===== config.mk =====
export PLATFORM = sky130hd
export DESIGN_NAME = dim_init_ctrl
export DESIGN_NICKNAME = d
export VERILOG_FILES = /design/src/pkg/dim_pkg.sv /design/src/hdl/dim_ck_div.sv /design/src/hdl/dim_init_ctrl.sv
export SDC_FILE = /design/constraint.sdc
export NUM_CORES = 1
export LEC_CHECK = 0
export BUFFER_PORTS_ARGS = -buffer_cell sky130_fd_sc_hd__buf_2
export CELL_PAD_IN_SITES_DETAIL_PLACEMENT = 1
export CELL_PAD_IN_SITES_GLOBAL_PLACEMENT = 2
export CORE_UTILIZATION = 29
export DETAILED_ROUTE_END_ITERATION = 12
export PLACE_DENSITY_LB_ADDON = 0.1
export RECOVER_POWER = 100
export SLEW_MARGIN = 20
export SYNTH_ARGS = -nofsm -noshare
export SYNTH_HDL_FRONTEND = slang
export SYNTH_SLANG_ARGS = --single-unit

===== constraint.sdc =====
create_clock -name core_clk_i -period 3.9 [get_ports core_clk_i]
set_input_delay 0.39 -clock core_clk_i [delete_from_list [all_inputs] [get_ports core_clk_i]]
set_output_delay 0.39 -clock core_clk_i [all_outputs]
set_load 0.02 [all_outputs]

===== src/pkg/dim_pkg.sv =====
package dim_pkg;

	// ------------------------------------------------------------
	// Clocking and time conversion
	// ------------------------------------------------------------
	localparam int CLK_PERIOD_NS = 20;
	localparam int CK_HALF       = 1;
	localparam int TCK_NS        = CLK_PERIOD_NS * 2 * CK_HALF;

	// Converts a least time in ns into whole memory clock periods, never below one.
	function automatic int ns_to_tck(input int ns);
		int n;
		n = (ns + TCK_NS - 1) / TCK_NS;
		return (n < 1) ? 1 : n;
	endfunction

	// Returns the larger of two figures.
	function automatic int max2(input int a, input int b);
		return (a > b) ? a : b;
	endfunction

	// ------------------------------------------------------------
	// Timing figures, given in ns or us or in memory clock periods
	// ------------------------------------------------------------
	localparam int T_RST_PWR_US        = 200;
	localparam int T_RST_PWR_TCK       = ns_to_tck(T_RST_PWR_US * 1000);
	localparam int T_RST_STBL_NS       = 100;
	localparam int T_CKE_PRE_NS        = 10;
	localparam int T_RST_STBL_TCK      = max2(ns_to_tck(T_RST_STBL_NS), ns_to_tck(T_CKE_PRE_NS));
	localparam int T_CKE_WAIT_US       = 500;
	localparam int T_CKE_WAIT_TCK      = ns_to_tck(T_CKE_WAIT_US * 1000);
	localparam int T_CK_STABLE_NS      = 10;
	localparam int T_CK_STABLE_MIN_TCK = 5;
	localparam int T_CK_STABLE_TCK     = max2(ns_to_tck(T_CK_STABLE_NS), T_CK_STABLE_MIN_TCK);
	localparam int TXS_NS              = 180;
	localparam int TXPR_MIN_TCK        = 5;
	localparam int TXPR_TCK            = max2(ns_to_tck(TXS_NS), TXPR_MIN_TCK);
	localparam int TMRD_TCK            = 4;
	localparam int TMOD_NS             = 15;
	localparam int TMOD_MIN_TCK        = 12;
	localparam int TMOD_TCK            = max2(ns_to_tck(TMOD_NS), TMOD_MIN_TCK);
	localparam int TDLLK_TCK           = 512;
	localparam int TZQINIT_TCK         = 512;
	localparam int TZQ_WAIT_TCK        = max2(TDLLK_TCK, TZQINIT_TCK);
	localparam int CNT_W               = 16;

	// ------------------------------------------------------------
	// Command codes {cs_n, ras_n, cas_n, we_n} and mode register selects
	// ------------------------------------------------------------
	localparam logic [3:0] CMD_NOP  = 4'h7;
	localparam logic [3:0] CMD_MRS  = 4'h0;
	localparam logic [3:0] CMD_ZQCL = 4'h6;
	localparam logic [1:0] MR0_SEL  = 2'h0;
	localparam logic [1:0] MR1_SEL  = 2'h1;
	localparam logic [1:0] MR2_SEL  = 2'h2;
	localparam logic [1:0] MR3_SEL  = 2'h3;

	// ------------------------------------------------------------
	// Address field positions and values after reset
	// ------------------------------------------------------------
	localparam int         DLL_DIS_BIT  = 0;
	localparam int         DLL_RST_BIT  = 8;
	localparam int         ZQ_LONG_BIT  = 10;
	localparam int         WR_LSB       = 9;
	localparam int         WR_MSB       = 11;
	localparam int         RSVD_LSB     = 13;
	localparam logic [2:0] WR_CODE_MIN  = 3'h1;
	localparam logic [15:0] ADDR_RESET  = 16'h0000;
	localparam logic [2:0]  BA_RESET    = 3'h0;

	typedef enum logic [8:0] {
		ST_IDLE     = 9'h001,
		ST_RST_HOLD = 9'h002,
		ST_CKE_WAIT = 9'h004,
		ST_XPR_WAIT = 9'h008,
		ST_MRS_GAP  = 9'h010,
		ST_ZQ_WAIT  = 9'h020,
		ST_READY    = 9'h040,
		ST_USR_PRE  = 9'h080,
		ST_USR_MOD  = 9'h100
	} dim_state_t;

	// Mode register written at a given step of the start-up sequence.
	function automatic logic [1:0] init_sel(input logic [1:0] seq);
		case (seq)
			2'h0: return MR2_SEL;
			2'h1: return MR3_SEL;
			2'h2: return MR1_SEL;
			default: return MR0_SEL;
		endcase
	endfunction

	// Builds {bank, address} for a mode register write from a full register image.
	function automatic logic [18:0] mrs_word(input logic [1:0] sel, input logic [15:0] val, input logic init);
		logic [15:0] a;
		a = val;
		a[15:RSVD_LSB] = 3'h0;
		if (sel == MR1_SEL && init) begin
			a[DLL_DIS_BIT] = 1'b0;
		end
		if (sel == MR0_SEL) begin
			if (init) begin
				a[DLL_RST_BIT] = 1'b1;
			end
			if (a[WR_MSB:WR_LSB] < WR_CODE_MIN) begin
				a[WR_MSB:WR_LSB] = WR_CODE_MIN;
			end
		end
		return {1'b0, sel, a};
	endfunction

endpackage


===== src/hdl/dim_ck_div.sv =====
`timescale 1ns/1ps

// ------------------------------------------------------------
// Memory clock divider
// ------------------------------------------------------------
module dim_ck_div #(
	parameter int HALF = 1
) (
	input  wire logic core_clk_i,
	input  wire logic rst_n_i,
	output logic      ck_o,
	output logic      ck_n_o,
	output logic      slot_o
);
	import dim_pkg::*;

	localparam int CW = $clog2(HALF) + 1;
	localparam logic [CW-1:0] LAST = CW'(HALF - 1);

	logic [CW-1:0] phase_reg;
	logic          ck_reg;

	// Counts core cycles in each half period and toggles the memory clock.
	always_ff @(posedge core_clk_i or negedge rst_n_i) begin
		if (!rst_n_i) begin
			phase_reg <= '0;
			ck_reg    <= 1'b0;
		end else if (phase_reg == LAST) begin
			phase_reg <= '0;
			ck_reg    <= ~ck_reg;
		end else begin
			phase_reg <= phase_reg + CW'(1);
		end
	end

	// Slot marks the last core cycle of the high phase; pins change at its end.
	assign slot_o = ck_reg && (phase_reg == LAST);
	assign ck_o   = ck_reg;
	assign ck_n_o = ~ck_reg;

endmodule


===== src/hdl/dim_init_ctrl.sv =====
`timescale 1ns/1ps

// Contract
// Hold CKE low 500 us after reset release.
// Clock stable 10 ns/5 tck before CKE.
// NOP registered before CKE goes high.
// Keep CKE high until start-up ends.
// Memory keeps termination off until CKE high.
// ODT static, low when nominal termination used.
// Wait tXPR after CKE before first MRS.
// Load MR2, MR3, MR1, then MR0.
// MR1 enables DLL, MR0 requests DLL reset.
// Issue ZQCL, wait tDLLK and tZQinit.
// Only NOP between start-up MRS and ZQCL.
// Warm reset: 100 ns low, CKE low early.
// Write every mode register before operation.
// Every MRS drives all address fields.
// Mode writes leave array contents intact.
// Space consecutive MRS by tMRD.
// Wait tMOD before any non-MRS command.
// Reprogram only while memory is idle.
// ODT low around MRS when termination enabled.
// MR0 write drives command and banks low.
// BA2 and A13-A15 zero during MRS.
// Write-recovery field at least tWR/tCK.

module dim_init_ctrl #(
	parameter int RST_PWR_TCK  = dim_pkg::T_RST_PWR_TCK,
	parameter int CKE_WAIT_TCK = dim_pkg::max2(dim_pkg::T_CKE_WAIT_TCK, dim_pkg::T_CK_STABLE_TCK)
) (
	input  wire logic        core_clk_i,
	input  wire logic        rst_n_i,
	input  wire logic        start_i,
	input  wire logic        cold_i,
	input  wire logic [15:0] mr0_i,
	input  wire logic [15:0] mr1_i,
	input  wire logic [15:0] mr2_i,
	input  wire logic [15:0] mr3_i,
	input  wire logic        rtt_nom_en_i,
	input  wire logic        odt_req_i,
	input  wire logic        mrs_req_i,
	input  wire logic [1:0]  mrs_sel_i,
	input  wire logic [15:0] mrs_val_i,
	input  wire logic        dev_idle_i,
	output logic             ddr_reset_n_o,
	output logic             ddr_ck_o,
	output logic             ddr_ck_n_o,
	output logic             ddr_cke_o,
	output logic             ddr_cs_n_o,
	output logic             ddr_ras_n_o,
	output logic             ddr_cas_n_o,
	output logic             ddr_we_n_o,
	output logic [2:0]       ddr_ba_o,
	output logic [15:0]      ddr_addr_o,
	output logic             ddr_odt_o,
	output logic             init_done_o,
	output logic             busy_o,
	output logic             mrs_done_o
);
	import dim_pkg::*;

	// ------------------------------------------------------------
	// Declarations
	// ------------------------------------------------------------
	dim_state_t       state_reg;
	dim_state_t       state_next;
	logic [CNT_W-1:0] cnt_reg;
	logic [CNT_W-1:0] cnt_next;
	logic [1:0]       seq_reg;
	logic [1:0]       seq_next;
	logic [3:0]       cmd_reg;
	logic [3:0]       cmd_next;
	logic [18:0]      word_reg;
	logic [18:0]      word_next;
	logic             rstn_reg;
	logic             rstn_next;
	logic             cke_reg;
	logic             cke_next;
	logic             odt_reg;
	logic             odt_next;
	logic             start_pend_reg;
	logic             mrs_done_reg;
	logic             slot;
	logic             cnt_zero;

	// Returns the start-up image of one mode register.
	function automatic logic [15:0] mr_image(input logic [1:0] sel);
		case (sel)
			MR0_SEL: return mr0_i;
			MR1_SEL: return mr1_i;
			MR2_SEL: return mr2_i;
			default: return mr3_i;
		endcase
	endfunction

	// ------------------------------------------------------------
	// Memory clock
	// ------------------------------------------------------------
	dim_ck_div #(
		.HALF(CK_HALF)
	) u_ck_div (
		.core_clk_i(core_clk_i),
		.rst_n_i   (rst_n_i),
		.ck_o      (ddr_ck_o),
		.ck_n_o    (ddr_ck_n_o),
		.slot_o    (slot)
	);

	// Remembers a start request until the sequencer takes it; a new request wins over the clear.
	always_ff @(posedge core_clk_i or negedge rst_n_i) begin
		if (!rst_n_i) begin
			start_pend_reg <= 1'b0;
		end else if (start_i) begin
			start_pend_reg <= 1'b1;
		end else if (slot && state_next == ST_RST_HOLD) begin
			start_pend_reg <= 1'b0;
		end
	end

	// ------------------------------------------------------------
	// Sequencer
	// ------------------------------------------------------------
	assign cnt_zero = (cnt_reg == '0);

	// Chooses the next state, the next pin values and the next wait.
	always_comb begin
		state_next = state_reg;
		cnt_next   = cnt_zero ? cnt_reg : cnt_reg - CNT_W'(1);
		seq_next   = seq_reg;
		// only NOP otherwise
		cmd_next   = CMD_NOP;
		word_next  = {BA_RESET, ADDR_RESET};
		rstn_next  = rstn_reg;
		// CKE kept high
		cke_next   = cke_reg;
		// ODT static low
		odt_next   = 1'b0;
		unique case (state_reg)
			ST_IDLE: begin
				if (start_pend_reg) begin
					state_next = ST_RST_HOLD;
					// reset hold length
					cnt_next   = cold_i ? CNT_W'(RST_PWR_TCK) : CNT_W'(T_RST_STBL_TCK);
					rstn_next  = 1'b0;
					cke_next   = 1'b0;
				end
			end
			ST_RST_HOLD: begin
				if (cnt_zero) begin
					state_next = ST_CKE_WAIT;
					// CKE low wait
					cnt_next   = CNT_W'(CKE_WAIT_TCK);
					rstn_next  = 1'b1;
				end
			end
			ST_CKE_WAIT: begin
				// NOP before CKE
				cmd_next = CMD_NOP;
				if (cnt_zero) begin
					state_next = ST_XPR_WAIT;
					cke_next   = 1'b1;
					// tXPR wait
					cnt_next   = CNT_W'(TXPR_TCK);
					seq_next   = 2'h0;
				end
			end
			ST_XPR_WAIT, ST_MRS_GAP: begin
				if (cnt_zero) begin
					if (state_reg == ST_MRS_GAP && seq_reg == 2'h3) begin
						// ZQCL after tMOD
						state_next             = ST_ZQ_WAIT;
						cmd_next               = CMD_ZQCL;
						word_next[ZQ_LONG_BIT] = 1'b1;
						cnt_next               = CNT_W'(TZQ_WAIT_TCK);
					end else begin
						if (state_reg == ST_MRS_GAP) begin
							seq_next = seq_reg + 2'h1;
						end
						state_next = ST_MRS_GAP;
						cmd_next   = CMD_MRS;
						// full image
						word_next  = mrs_word(init_sel(seq_next), mr_image(init_sel(seq_next)), 1'b1);
						// spacing
						cnt_next   = (seq_next == 2'h3) ? CNT_W'(TMOD_TCK) : CNT_W'(TMRD_TCK);
					end
				end
			end
			ST_ZQ_WAIT: begin
				if (cnt_zero) begin
					state_next = ST_READY;
				end
			end
			ST_READY: begin
				odt_next = odt_req_i;
				if (start_pend_reg) begin
					state_next = ST_RST_HOLD;
					cnt_next   = cold_i ? CNT_W'(RST_PWR_TCK) : CNT_W'(T_RST_STBL_TCK);
					rstn_next  = 1'b0;
					cke_next   = 1'b0;
					odt_next   = 1'b0;
				// idle gate
				end else if (mrs_req_i && dev_idle_i) begin
					state_next = ST_USR_PRE;
					// ODT low first
					odt_next   = rtt_nom_en_i ? 1'b0 : odt_req_i;
				end
			end
			ST_USR_PRE: begin
				odt_next   = rtt_nom_en_i ? 1'b0 : odt_req_i;
				state_next = ST_USR_MOD;
				cmd_next   = CMD_MRS;
				// full image
				word_next  = mrs_word(mrs_sel_i, mrs_val_i, 1'b0);
				// tMOD after MRS
				cnt_next   = CNT_W'(TMOD_TCK);
			end
			ST_USR_MOD: begin
				// ODT low until tMOD
				odt_next = rtt_nom_en_i ? 1'b0 : odt_req_i;
				if (cnt_zero) begin
					state_next = ST_READY;
				end
			end
			default: begin
				state_next = ST_IDLE;
			end
		endcase
	end

	// Advances the sequencer once per memory clock period.
	always_ff @(posedge core_clk_i or negedge rst_n_i) begin
		if (!rst_n_i) begin
			state_reg <= ST_IDLE;
			cnt_reg   <= '0;
			seq_reg   <= 2'h0;
		end else if (slot) begin
			state_reg <= state_next;
			cnt_reg   <= cnt_next;
			seq_reg   <= seq_next;
		end
	end

	// Registers the pins so they change half a period before the memory samples them.
	always_ff @(posedge core_clk_i or negedge rst_n_i) begin
		if (!rst_n_i) begin
			cmd_reg  <= CMD_NOP;
			word_reg <= {BA_RESET, ADDR_RESET};
			rstn_reg <= 1'b0;
			cke_reg  <= 1'b0;
			odt_reg  <= 1'b0;
		end else if (slot) begin
			cmd_reg  <= cmd_next;
			word_reg <= word_next;
			rstn_reg <= rstn_next;
			cke_reg  <= cke_next;
			odt_reg  <= odt_next;
		end
	end

	// Pulses once when a user mode register write has served its tMOD.
	always_ff @(posedge core_clk_i or negedge rst_n_i) begin
		if (!rst_n_i) begin
			mrs_done_reg <= 1'b0;
		end else begin
			mrs_done_reg <= slot && (state_reg == ST_USR_MOD) && cnt_zero;
		end
	end

	// Pin and status outputs.
	assign {ddr_cs_n_o, ddr_ras_n_o, ddr_cas_n_o, ddr_we_n_o} = cmd_reg;
	assign ddr_ba_o      = word_reg[18:16];
	assign ddr_addr_o    = word_reg[15:0];
	assign ddr_reset_n_o = rstn_reg;
	assign ddr_cke_o     = cke_reg;
	assign ddr_odt_o     = odt_reg;
	assign init_done_o   = (state_reg == ST_READY);
	assign busy_o        = (state_reg != ST_READY) && (state_reg != ST_IDLE);
	assign mrs_done_o    = mrs_done_reg;

	// ------------------------------------------------------------
	// Checks
	// ------------------------------------------------------------
	logic [CNT_W-1:0] rst_low_cnt;
	logic [CNT_W-1:0] cke_low_cnt;
	logic [CNT_W-1:0] since_cke;
	logic [CNT_W-1:0] since_mrs;
	logic [1:0]       last_ba;
	logic             prev_cke;
	logic             init_phase;
	logic             mrs_on;

	// Increments a count without wrapping.
	function automatic logic [CNT_W-1:0] sat_inc(input logic [CNT_W-1:0] v);
		return (&v) ? v : v + CNT_W'(1);
	endfunction

	assign init_phase = (state_reg == ST_XPR_WAIT) || (state_reg == ST_MRS_GAP) || (state_reg == ST_ZQ_WAIT);
	assign mrs_on     = (cmd_reg == CMD_MRS);

	// Counts memory clock periods seen on the pins.
	always_ff @(posedge core_clk_i or negedge rst_n_i) begin
		if (!rst_n_i) begin
			rst_low_cnt <= '0;
			cke_low_cnt <= '0;
			since_cke   <= '0;
			since_mrs   <= '1;
			last_ba     <= 2'h0;
			prev_cke    <= 1'b0;
		end else if (slot) begin
			rst_low_cnt <= ddr_reset_n_o ? '0 : sat_inc(rst_low_cnt);
			cke_low_cnt <= (ddr_reset_n_o && !ddr_cke_o) ? sat_inc(cke_low_cnt) : '0;
			since_cke   <= ddr_cke_o ? sat_inc(since_cke) : '0;
			since_mrs   <= mrs_on ? '0 : sat_inc(since_mrs);
			last_ba     <= mrs_on ? ddr_ba_o[1:0] : last_ba;
			prev_cke    <= ddr_cke_o;
		end
	end

	property p_rst_hold;
		@(posedge core_clk_i) disable iff (!rst_n_i)
		$rose(ddr_reset_n_o) |-> (rst_low_cnt >= CNT_W'(T_RST_STBL_TCK)) && !ddr_cke_o;
	endproperty
	a_rst_hold: assert property (p_rst_hold) else $error("reset released too early");

	property p_cke_wait;
		@(posedge core_clk_i) disable iff (!rst_n_i)
		(slot && ddr_cke_o && !prev_cke) |-> cke_low_cnt >= CNT_W'(CKE_WAIT_TCK);
	endproperty
	a_cke_wait: assert property (p_cke_wait) else $error("CKE raised before the wait ended");

	property p_nop_before_cke;
		@(posedge core_clk_i) disable iff (!rst_n_i)
		$rose(ddr_cke_o) |-> $past(cmd_reg, 2) == CMD_NOP;
	endproperty
	a_nop_before_cke: assert property (p_nop_before_cke) else $error("no NOP before CKE high");

	property p_cke_hold;
		@(posedge core_clk_i) disable iff (!rst_n_i)
		(init_phase && ddr_cke_o) |=> ddr_cke_o;
	endproperty
	a_cke_hold: assert property (p_cke_hold) else $error("CKE dropped during start-up");

	property p_odt_init;
		@(posedge core_clk_i) disable iff (!rst_n_i)
		init_phase |-> !ddr_odt_o ##1 !ddr_odt_o;
	endproperty
	a_odt_init: assert property (p_odt_init) else $error("ODT moved during start-up");

	property p_first_mrs;
		@(posedge core_clk_i) disable iff (!rst_n_i)
		(slot && mrs_on && init_phase && ddr_ba_o[1:0] == MR2_SEL) |-> since_cke >= CNT_W'(TXPR_TCK);
	endproperty
	a_first_mrs: assert property (p_first_mrs) else $error("first MRS before tXPR");

	property p_mrs_order;
		@(posedge core_clk_i) disable iff (!rst_n_i)
		(slot && mrs_on && init_phase && ddr_ba_o[1:0] != MR2_SEL) |->
			ddr_ba_o[1:0] == ((last_ba == MR2_SEL) ? MR3_SEL : (last_ba == MR3_SEL) ? MR1_SEL : MR0_SEL);
	endproperty
	a_mrs_order: assert property (p_mrs_order) else $error("mode registers out of order");

	property p_dll_bits;
		@(posedge core_clk_i) disable iff (!rst_n_i)
		(slot && mrs_on && init_phase) |->
			(ddr_ba_o[1:0] != MR1_SEL || !ddr_addr_o[DLL_DIS_BIT]) && (ddr_ba_o[1:0] != MR0_SEL || ddr_addr_o[DLL_RST_BIT]);
	endproperty
	a_dll_bits: assert property (p_dll_bits) else $error("DLL enable or reset bit wrong");

	property p_tmrd;
		@(posedge core_clk_i) disable iff (!rst_n_i)
		(slot && mrs_on) |-> since_mrs >= CNT_W'(TMRD_TCK - 1);
	endproperty
	a_tmrd: assert property (p_tmrd) else $error("MRS spacing below tMRD");

	property p_tmod;
		@(posedge core_clk_i) disable iff (!rst_n_i)
		(slot && cmd_reg == CMD_ZQCL) |-> since_mrs >= CNT_W'(TMOD_TCK - 1);
	endproperty
	a_tmod: assert property (p_tmod) else $error("command within tMOD of MRS");

	property p_rsvd_zero;
		@(posedge core_clk_i) disable iff (!rst_n_i)
		(slot && mrs_on) |-> !ddr_ba_o[2] && ddr_addr_o[15:RSVD_LSB] == 3'h0;
	endproperty
	a_rsvd_zero: assert property (p_rsvd_zero) else $error("reserved MRS bits not zero");

	property p_odt_mrs;
		@(posedge core_clk_i) disable iff (!rst_n_i)
		(slot && mrs_on && !init_phase && rtt_nom_en_i) |-> !ddr_odt_o && !$past(ddr_odt_o, 1);
	endproperty
	a_odt_mrs: assert property (p_odt_mrs) else $error("ODT high around MRS");

endmodule


======== Word-level counts from Yosys, hierarchy flattened ========
Cells that the tools add are included.
operators by class
  muxes and demuxes ....................... 58
  $add $sub $neg .......................... 3
  equality and inequality tests ........... 23
  order comparisons ....................... 2
  bitwise logic cells ..................... 2
  reductions and logical operators ........ 22
operators with widths
  cell                                                                   number
  16-bit two-way mux                                                     5
  16-bit case mux with 5 select lines                                    1
  9-bit two-way mux                                                      7
  9-bit case mux with 7 select lines                                     1
  13-bit two-way mux                                                     4
  13-bit case mux with 3 select lines                                    1
  18-bit case mux with 2 select lines                                    1
  10-bit two-way mux                                                     2
  2-bit two-way mux                                                      10
  9-bit by 2-bit == test with 1-bit output (second input constant)       2
  18-bit two-way mux                                                     1
  16-bit logical NOT                                                     1
  16-bit by 1-bit subtractor with 16-bit output (second input constant)  1
  3-bit two-way mux                                                      5
  1-bit two-way mux                                                      10
  9-bit by 1-bit == test with 1-bit output (second input constant)       1
  9-bit by 3-bit == test with 1-bit output (second input constant)       1
  9-bit by 4-bit == test with 1-bit output (second input constant)       1
  9-bit by 5-bit == test with 1-bit output (second input constant)       1
  9-bit by 6-bit == test with 1-bit output (second input constant)       1
  9-bit by 7-bit == test with 1-bit output (second input constant)       1
  9-bit by 8-bit == test with 1-bit output (second input constant)       1
  9-bit == test (second input constant)                                  1
  9-bit by 1-bit != test with 1-bit output (second input constant)       1
  22 further kinds                                                       49
word-level totals
  input port bits ......................... 90
  flip-flop bits (word level) ............. 57
  word-level logic and storage cells ...... 122
  output and inout port bits .............. 31

======== Longest topological paths before layout ========
  word-level depth ........................ 21
  mapped depth ............................ 13
  mapped depth without buffers ............ 11

======== Cells and area by module ========
A second synthesis with hierarchy kept.
second synthesis, totals
  cells, all modules ...................... 410
  area, all modules ....................... 3,621.0 sq um
by module, submodules not included
  module         sequential area each (sq um)  instances  area each (sq um)  cells each
  dim_init_ctrl  1,229.9                       1          3,584.7            407
  dim_ck_div     25.0                          1          36.3               3

======== Least setup slack after synthesis ========
Ideal clock, no wire load.
  kind .................................... reg2reg
  start ................................... reg state_reg[7]
  end ..................................... reg word_reg[2]
  required time ........................... 3.774 ns
  setup time .............................. 0.126 ns
  clock period less this slack ............ 2.917 ns
  arrival ................................. 2.791 ns
  slack ................................... 0.983 ns
  buffers on the path ..................... 3
  stages on the path, launching flop included .. 13
  path through ............................ dfrtp_1 clkbuf_1 nor3_2 buf_2 nand4_1 xnor2_1 inv_1 ha_1 clkbuf_1 a222oi_1 o21ai_0 a221oi_1 nor2_1
on the way
  word-level cells in the longest chain between the ends .. 18
  elaborated cells between the ends (all ways) .. 26
  those cells by class .................... eq/ne (7); mux (15); reduce/logical (4)
ends and longest elaborated chain
  item                                      line                                                              text
  start, declared                           dim_init_ctrl.sv:65                                               dim_state_t state_reg;
  start signal, assigned                    dim_init_ctrl.sv:237                                              state_reg <= state_next;
  9-bit by 5-bit == test with 1-bit output  dim_init_ctrl.sv:138, dim_init_ctrl.sv:169, dim_init_ctrl.sv:176
  2-bit two-way mux                         dim_init_ctrl.sv:176                                              if (state_reg == ST_MRS_GAP) begin
  2-bit two-way mux                         dim_init_ctrl.sv:169                                              if (state_reg == ST_MRS_GAP && seq_reg == 2'h3) begin
  2-bit two-way mux                         dim_init_ctrl.sv:168                                              if (cnt_zero) begin
  2-bit two-way mux                         dim_init_ctrl.sv:138                                              unique case (state_reg)
  2-bit == test (tied with other cells)     dim_pkg.sv:85                                                     case (seq)
  2-bit case mux with 3 select lines        dim_pkg.sv:85
  2-bit two-way mux                         dim_init_ctrl.sv:169
  [... 2 more ...]                          -
  2-bit == test (tied with other cells)     dim_init_ctrl.sv:88                                               case (sel)
  13-bit case mux with 3 select lines       dim_init_ctrl.sv:88
  13-bit two-way mux                        dim_init_ctrl.sv:169
  13-bit two-way mux                        dim_init_ctrl.sv:168
  13-bit two-way mux                        dim_init_ctrl.sv:138
  10-bit two-way mux                        dim_init_ctrl.sv:169
  18-bit two-way mux                        dim_init_ctrl.sv:168
  18-bit case mux with 2 select lines (*)   dim_init_ctrl.sv:138
  end signal, assigned                      dim_init_ctrl.sv:247                                              word_reg <= {BA_RESET, ADDR_RESET};
  end signal, assigned                      dim_init_ctrl.sv:253                                              word_reg <= word_next;
  end, declared                             dim_init_ctrl.sv:73                                               logic [18:0] word_reg;
Mark *: on every way between the ends. The rest lies on a longest branch, timed or not. The select of a mux whose other input is x is not followed.
A chain may end at the register's enable or synchronous reset.

======== Worst setup path in the final report ========
  start ................................... reg state_reg[6]
  end ..................................... reg word_reg[9]
on the way
  word-level cells in the longest chain between the ends .. 21
  elaborated cells between the ends (all ways) .. 29
  those cells by class .................... order compare (1); eq/ne (7); mux (17); reduce/logical (4)
ends and longest elaborated chain
  item                                           line                                                              text
  9-bit by 5-bit == test with 1-bit output       dim_init_ctrl.sv:138, dim_init_ctrl.sv:169, dim_init_ctrl.sv:176
  2-bit two-way mux                              dim_init_ctrl.sv:176
  2-bit two-way mux                              dim_init_ctrl.sv:169
  2-bit two-way mux                              dim_init_ctrl.sv:168
  2-bit two-way mux                              dim_init_ctrl.sv:138
  2-bit == test (tied with other cells)          dim_pkg.sv:85
  2-bit case mux with 3 select lines             dim_pkg.sv:85
  2-bit two-way mux                              dim_init_ctrl.sv:169
  [... 5 more ...]                               -
  13-bit two-way mux                             dim_init_ctrl.sv:168
  13-bit two-way mux                             dim_init_ctrl.sv:138
  3-bit by 1-bit < comparator with 1-bit output  dim_pkg.sv:105                                                    if (a[WR_MSB:WR_LSB] < WR_CODE_MIN) begin
  3-bit two-way mux                              dim_pkg.sv:105
  4-bit two-way mux                              dim_pkg.sv:101                                                    if (sel == MR0_SEL) begin
  10-bit two-way mux                             dim_init_ctrl.sv:169
  18-bit two-way mux                             dim_init_ctrl.sv:168
  18-bit case mux with 2 select lines (*)        dim_init_ctrl.sv:138
Marks and branches as above.

==> impl_metrics.toml <==
[yosys]
netlist_area_mm2 = 0.00371
yosysTopAreaCell = "dfrtp_1"
ys_seq_area_frac = 0.338
synth_cells = 452
ys_types = 69
synth-edff-count = 0
synth_flop_cell = "dfrtp_1"
yosys.area.top_type_share = 0.317
ys_seq_elements = 50
synth.top_cells.by_count = "nor2_1 (56), dfrtp_1 (47), nand2_1 (41)"
yosysMostFrequentCell = "nor2_1"
yosys_warnings = 0
synthTopCellsByArea = "dfrtp_1 (32%), nor2_1 (5.7%), o21ai_0 (5.4%), nand2_1 (4.1%), ha_1 (3.7%)"
async_flop_share = 1.00
avgSynthCellArea_um2 = 8.22

[power]
vdd_ir_drop_max_v = 0.000185
leakagePower_uw = 0.00188
power.density_mw_per_mm2 = 449
p_int_uw = 1140
power_frac_seq = 0.347
power.switching_uw = 838
combPwrFrac = 0.420
p_clk_frac = 0.233
switching_share = 0.423

[sta]
tns_ns = 0
finalWorstSetupSlack_ns = 0.521
min_period_ns = 3.38
rsz0062_at_grt = "false"
clock.fmax_mhz = 296
setup_viol = 0
tightestPinTransition_ns = 1.82
finalHoldViolCount = 0
min_period_over_period = 0.866
finalMaxSlewViolations = 32
fin_worst_skew_ns = 0.00701
relSlewSlack = -0.214

[grt]
grt_max_degree = 43
track_usage = 0.217
antenna_found_initial = 0
grt_pass1_wl_um = 22200
grt_pass1_vias = 4040
grt_overflow = 0

[drt]
wl_per_cell_um = 19.3
first_pass_iters = 4
routed_wl_um = 13500
drtIter0Drc = 152
drc_errors = 0
vias = 3872
via_per_inst = 5.52
antenna_left = 0

[setup_path]
cp.required_ns = 4.12
worstPathCellList = "nor3_1, nand4_1, xnor2_1, inv_1, ha_1, a222oi_1, a21oi_1, a21oi_1, o21ai_0, a31oi_1"
rr_startpoint = "state_reg[6]$_DFFE_PN0P_"
regToRegSetupSlack_ns = 0.52
startpoint_type = "register"
arrival_ns = 3.60
r2r_end = "word_reg[9]$_DFFE_PN0P_"
r2r_cells = 10
path_class = "reg2reg"
cpMostUsedCell = "a21oi_1"
cp_slowest_cell = "dfrtp_1"
worst_path_largest_cell_delay_ns = 0.51
cp-end-kind = "register"
crit_fanout = 13

[hold_path]
hold_class = "in2async"

[clock_tree]
root_buffer = "clkbuf_16"
cts_buffer_depth = 2
clkSinkCount = 50
cts-resized-gates = 0
clk_pin_slew_worst_paths_ns = 0.07
postCtsSetupBuffers = 0
htree_levels = 2
clock_latency_ns = 0.31
cts_tree = "yes"
hold_buffers = 0
cts_inserted_buffers = 5

[finish]
antenna_cells = 0
num-fill-cells = 1508
drive_gt1_frac = 0.187
largest_reg_flops = 16
nNetsFinal = 634
syn_to_final_growth_pct = 18.5

[die]
io_pins = 121
die_w_um = 115
fp-row-count = 40
die_height_um = 115
start_util = 0.303
core_area_mm2 = 0.0123
design.die.area_mm2 = 0.0133

[place]
dp_hpwl_um = 10000
post-place-ws_ns = 0.567
numPortBuffers = 98
gp_congestion = 0.814

[run_status]
violations = "capacitance limit, slew limit"
status = "finished with violations"

[job]
cap_violations = 1
==> how the worst max path moves through the flow <==
stage,startpoint,to,slack (ns),cells past startpoint
6_report,state_reg[6]$_DFFE_PN0P_,word_reg[9]$_DFFE_PN0P_,0.52,10
5_1_grt,state_reg[6]$_DFFE_PN0P_,word_reg[9]$_DFFE_PN0P_,0.22,10
4_1_cts,state_reg[6]$_DFFE_PN0P_,word_reg[9]$_DFFE_PN0P_,0.53,10
3_5_place_dp,state_reg[6]$_DFFE_PN0P_,word_reg[9]$_DFFE_PN0P_,0.57,10
3_3_place_gp,state_reg[6]$_DFFE_PN0P_,word_reg[9]$_DFFE_PN0P_,0.67,10
2_1_floorplan,state_reg[7]$_DFFE_PN0P_,word_reg[2]$_DFFE_PN0P_,0.98,12
==> layout make-up <==
cell class | instances | area (µm²) | share of cell area
inverters | 11 | 41.3 | 0.00938
repair buffers | 107 | 509 | 0.116
multi-input cells | 358 | 2240 | 0.509
clock buffers | 5 | 125 | 0.0284
well taps | 168 | 210 | 0.0477
clock inverters | 3 | 21.3 | 0.00483
flip-flops and latches | 50 | 1250 | 0.285
==> critical path, delay by kind of cell, from the launching register on <==
family                     cells  cell delay (ns)
xor gates and xnor gates       1             0.47
buffers and inverters          1             0.16
and+or+nand+nor                2             0.64
DFF                            1             0.51
adders and majority gates      1             0.41
AOI/OAI and AO/OA              5             1.11
==> through the flow <==
| step | cell area, µm² | instances | utilization | total power, µW | hold WS [ns] |
|---|---|---|---|---|---|
| final | 4400 | 702 | 0.359 | 1980 | 0.309 |
| after CTS | 4470 | 702 | 0.365 | 2010 | 0.0672 |
| after global routing | 4400 | 702 | 0.359 | 2120 | 0.334 |
| after floorplan | 3730 | 456 | - | 1260 | 0.0944 |
| after detailed placement | 4330 | 694 | 0.353 | 1540 | 0.394 |
| after global placement | 4330 | 694 | 0.353 | 1520 | 0.382 |
==> cell usage in the layout (no fill, tap or decap), types with 3 or more instances in the layout <==
master,Yosys,layout
inv_1,10,10
a31oi_1,10,10
or3_1,5,5
a211o_1,4,4
nor4b_1,4,4
nand4_1,9,9
nand3_1,9,9
o211ai_1,4,4
a21oi_1,14,14
a221oi_1,14,14
o21ai_0,40,41
ha_1,11,11
nand2b_1,8,8
clkbuf_1,23,29
dfstp_2,3,3
nor4_1,8,9
o22ai_1,3,3
a211oi_1,8,8
o22a_1,4,4
conb_1,1,5
o21a_1,3,3
o31ai_1,5,5
xor2_1,7,7
dfrtp_1,47,47
nor2_1,56,56
clkbuf_16,0,5
nor3_1,14,14
buf_2,4,73
nand2_1,41,41
buf_4,6,4
nor2b_1,4,4
a222oi_1,10,10
and2_1,6,5
==> per-layer routing <==
| layer | global-route usage | vias up | wire length (µm) | part of all wire |
|---|---|---|---|---|
| met5 | 0 | - | 0 | 0 |
| met4 | 0.0589 | 0 | 152 | 0.011 |
| met3 | 0.0448 | 8 | 789 | 0.058 |
| met2 | 0.351 | 126 | 6210 | 0.46 |
| met1 | 0.292 | 1869 | 6360 | 0.47 |
| li1 | - | 1869 | - | - |
==> power by group through the flow <==
stage                     clock (µW)  combinational (µW)  sequential, µW
final                            460                 831             687
after detailed placement           0                 837             699
after CTS                        475                 844             688
after global placement             0                 823             695
after global routing             497                 922             700
after floorplan                    0                 627             629
==> logic make-up after synthesis <==
family / share of synthesized area
AOI/OAI and AO/OA: 0.284
adders and majority gates: 0.0370
DFF: 0.338
and+or+nand+nor: 0.261
other: 0.00101
buffers and inverters: 0.0579
xor gates and xnor gates: 0.0212
No activity file was read; power rests on OpenSTA's default activity.
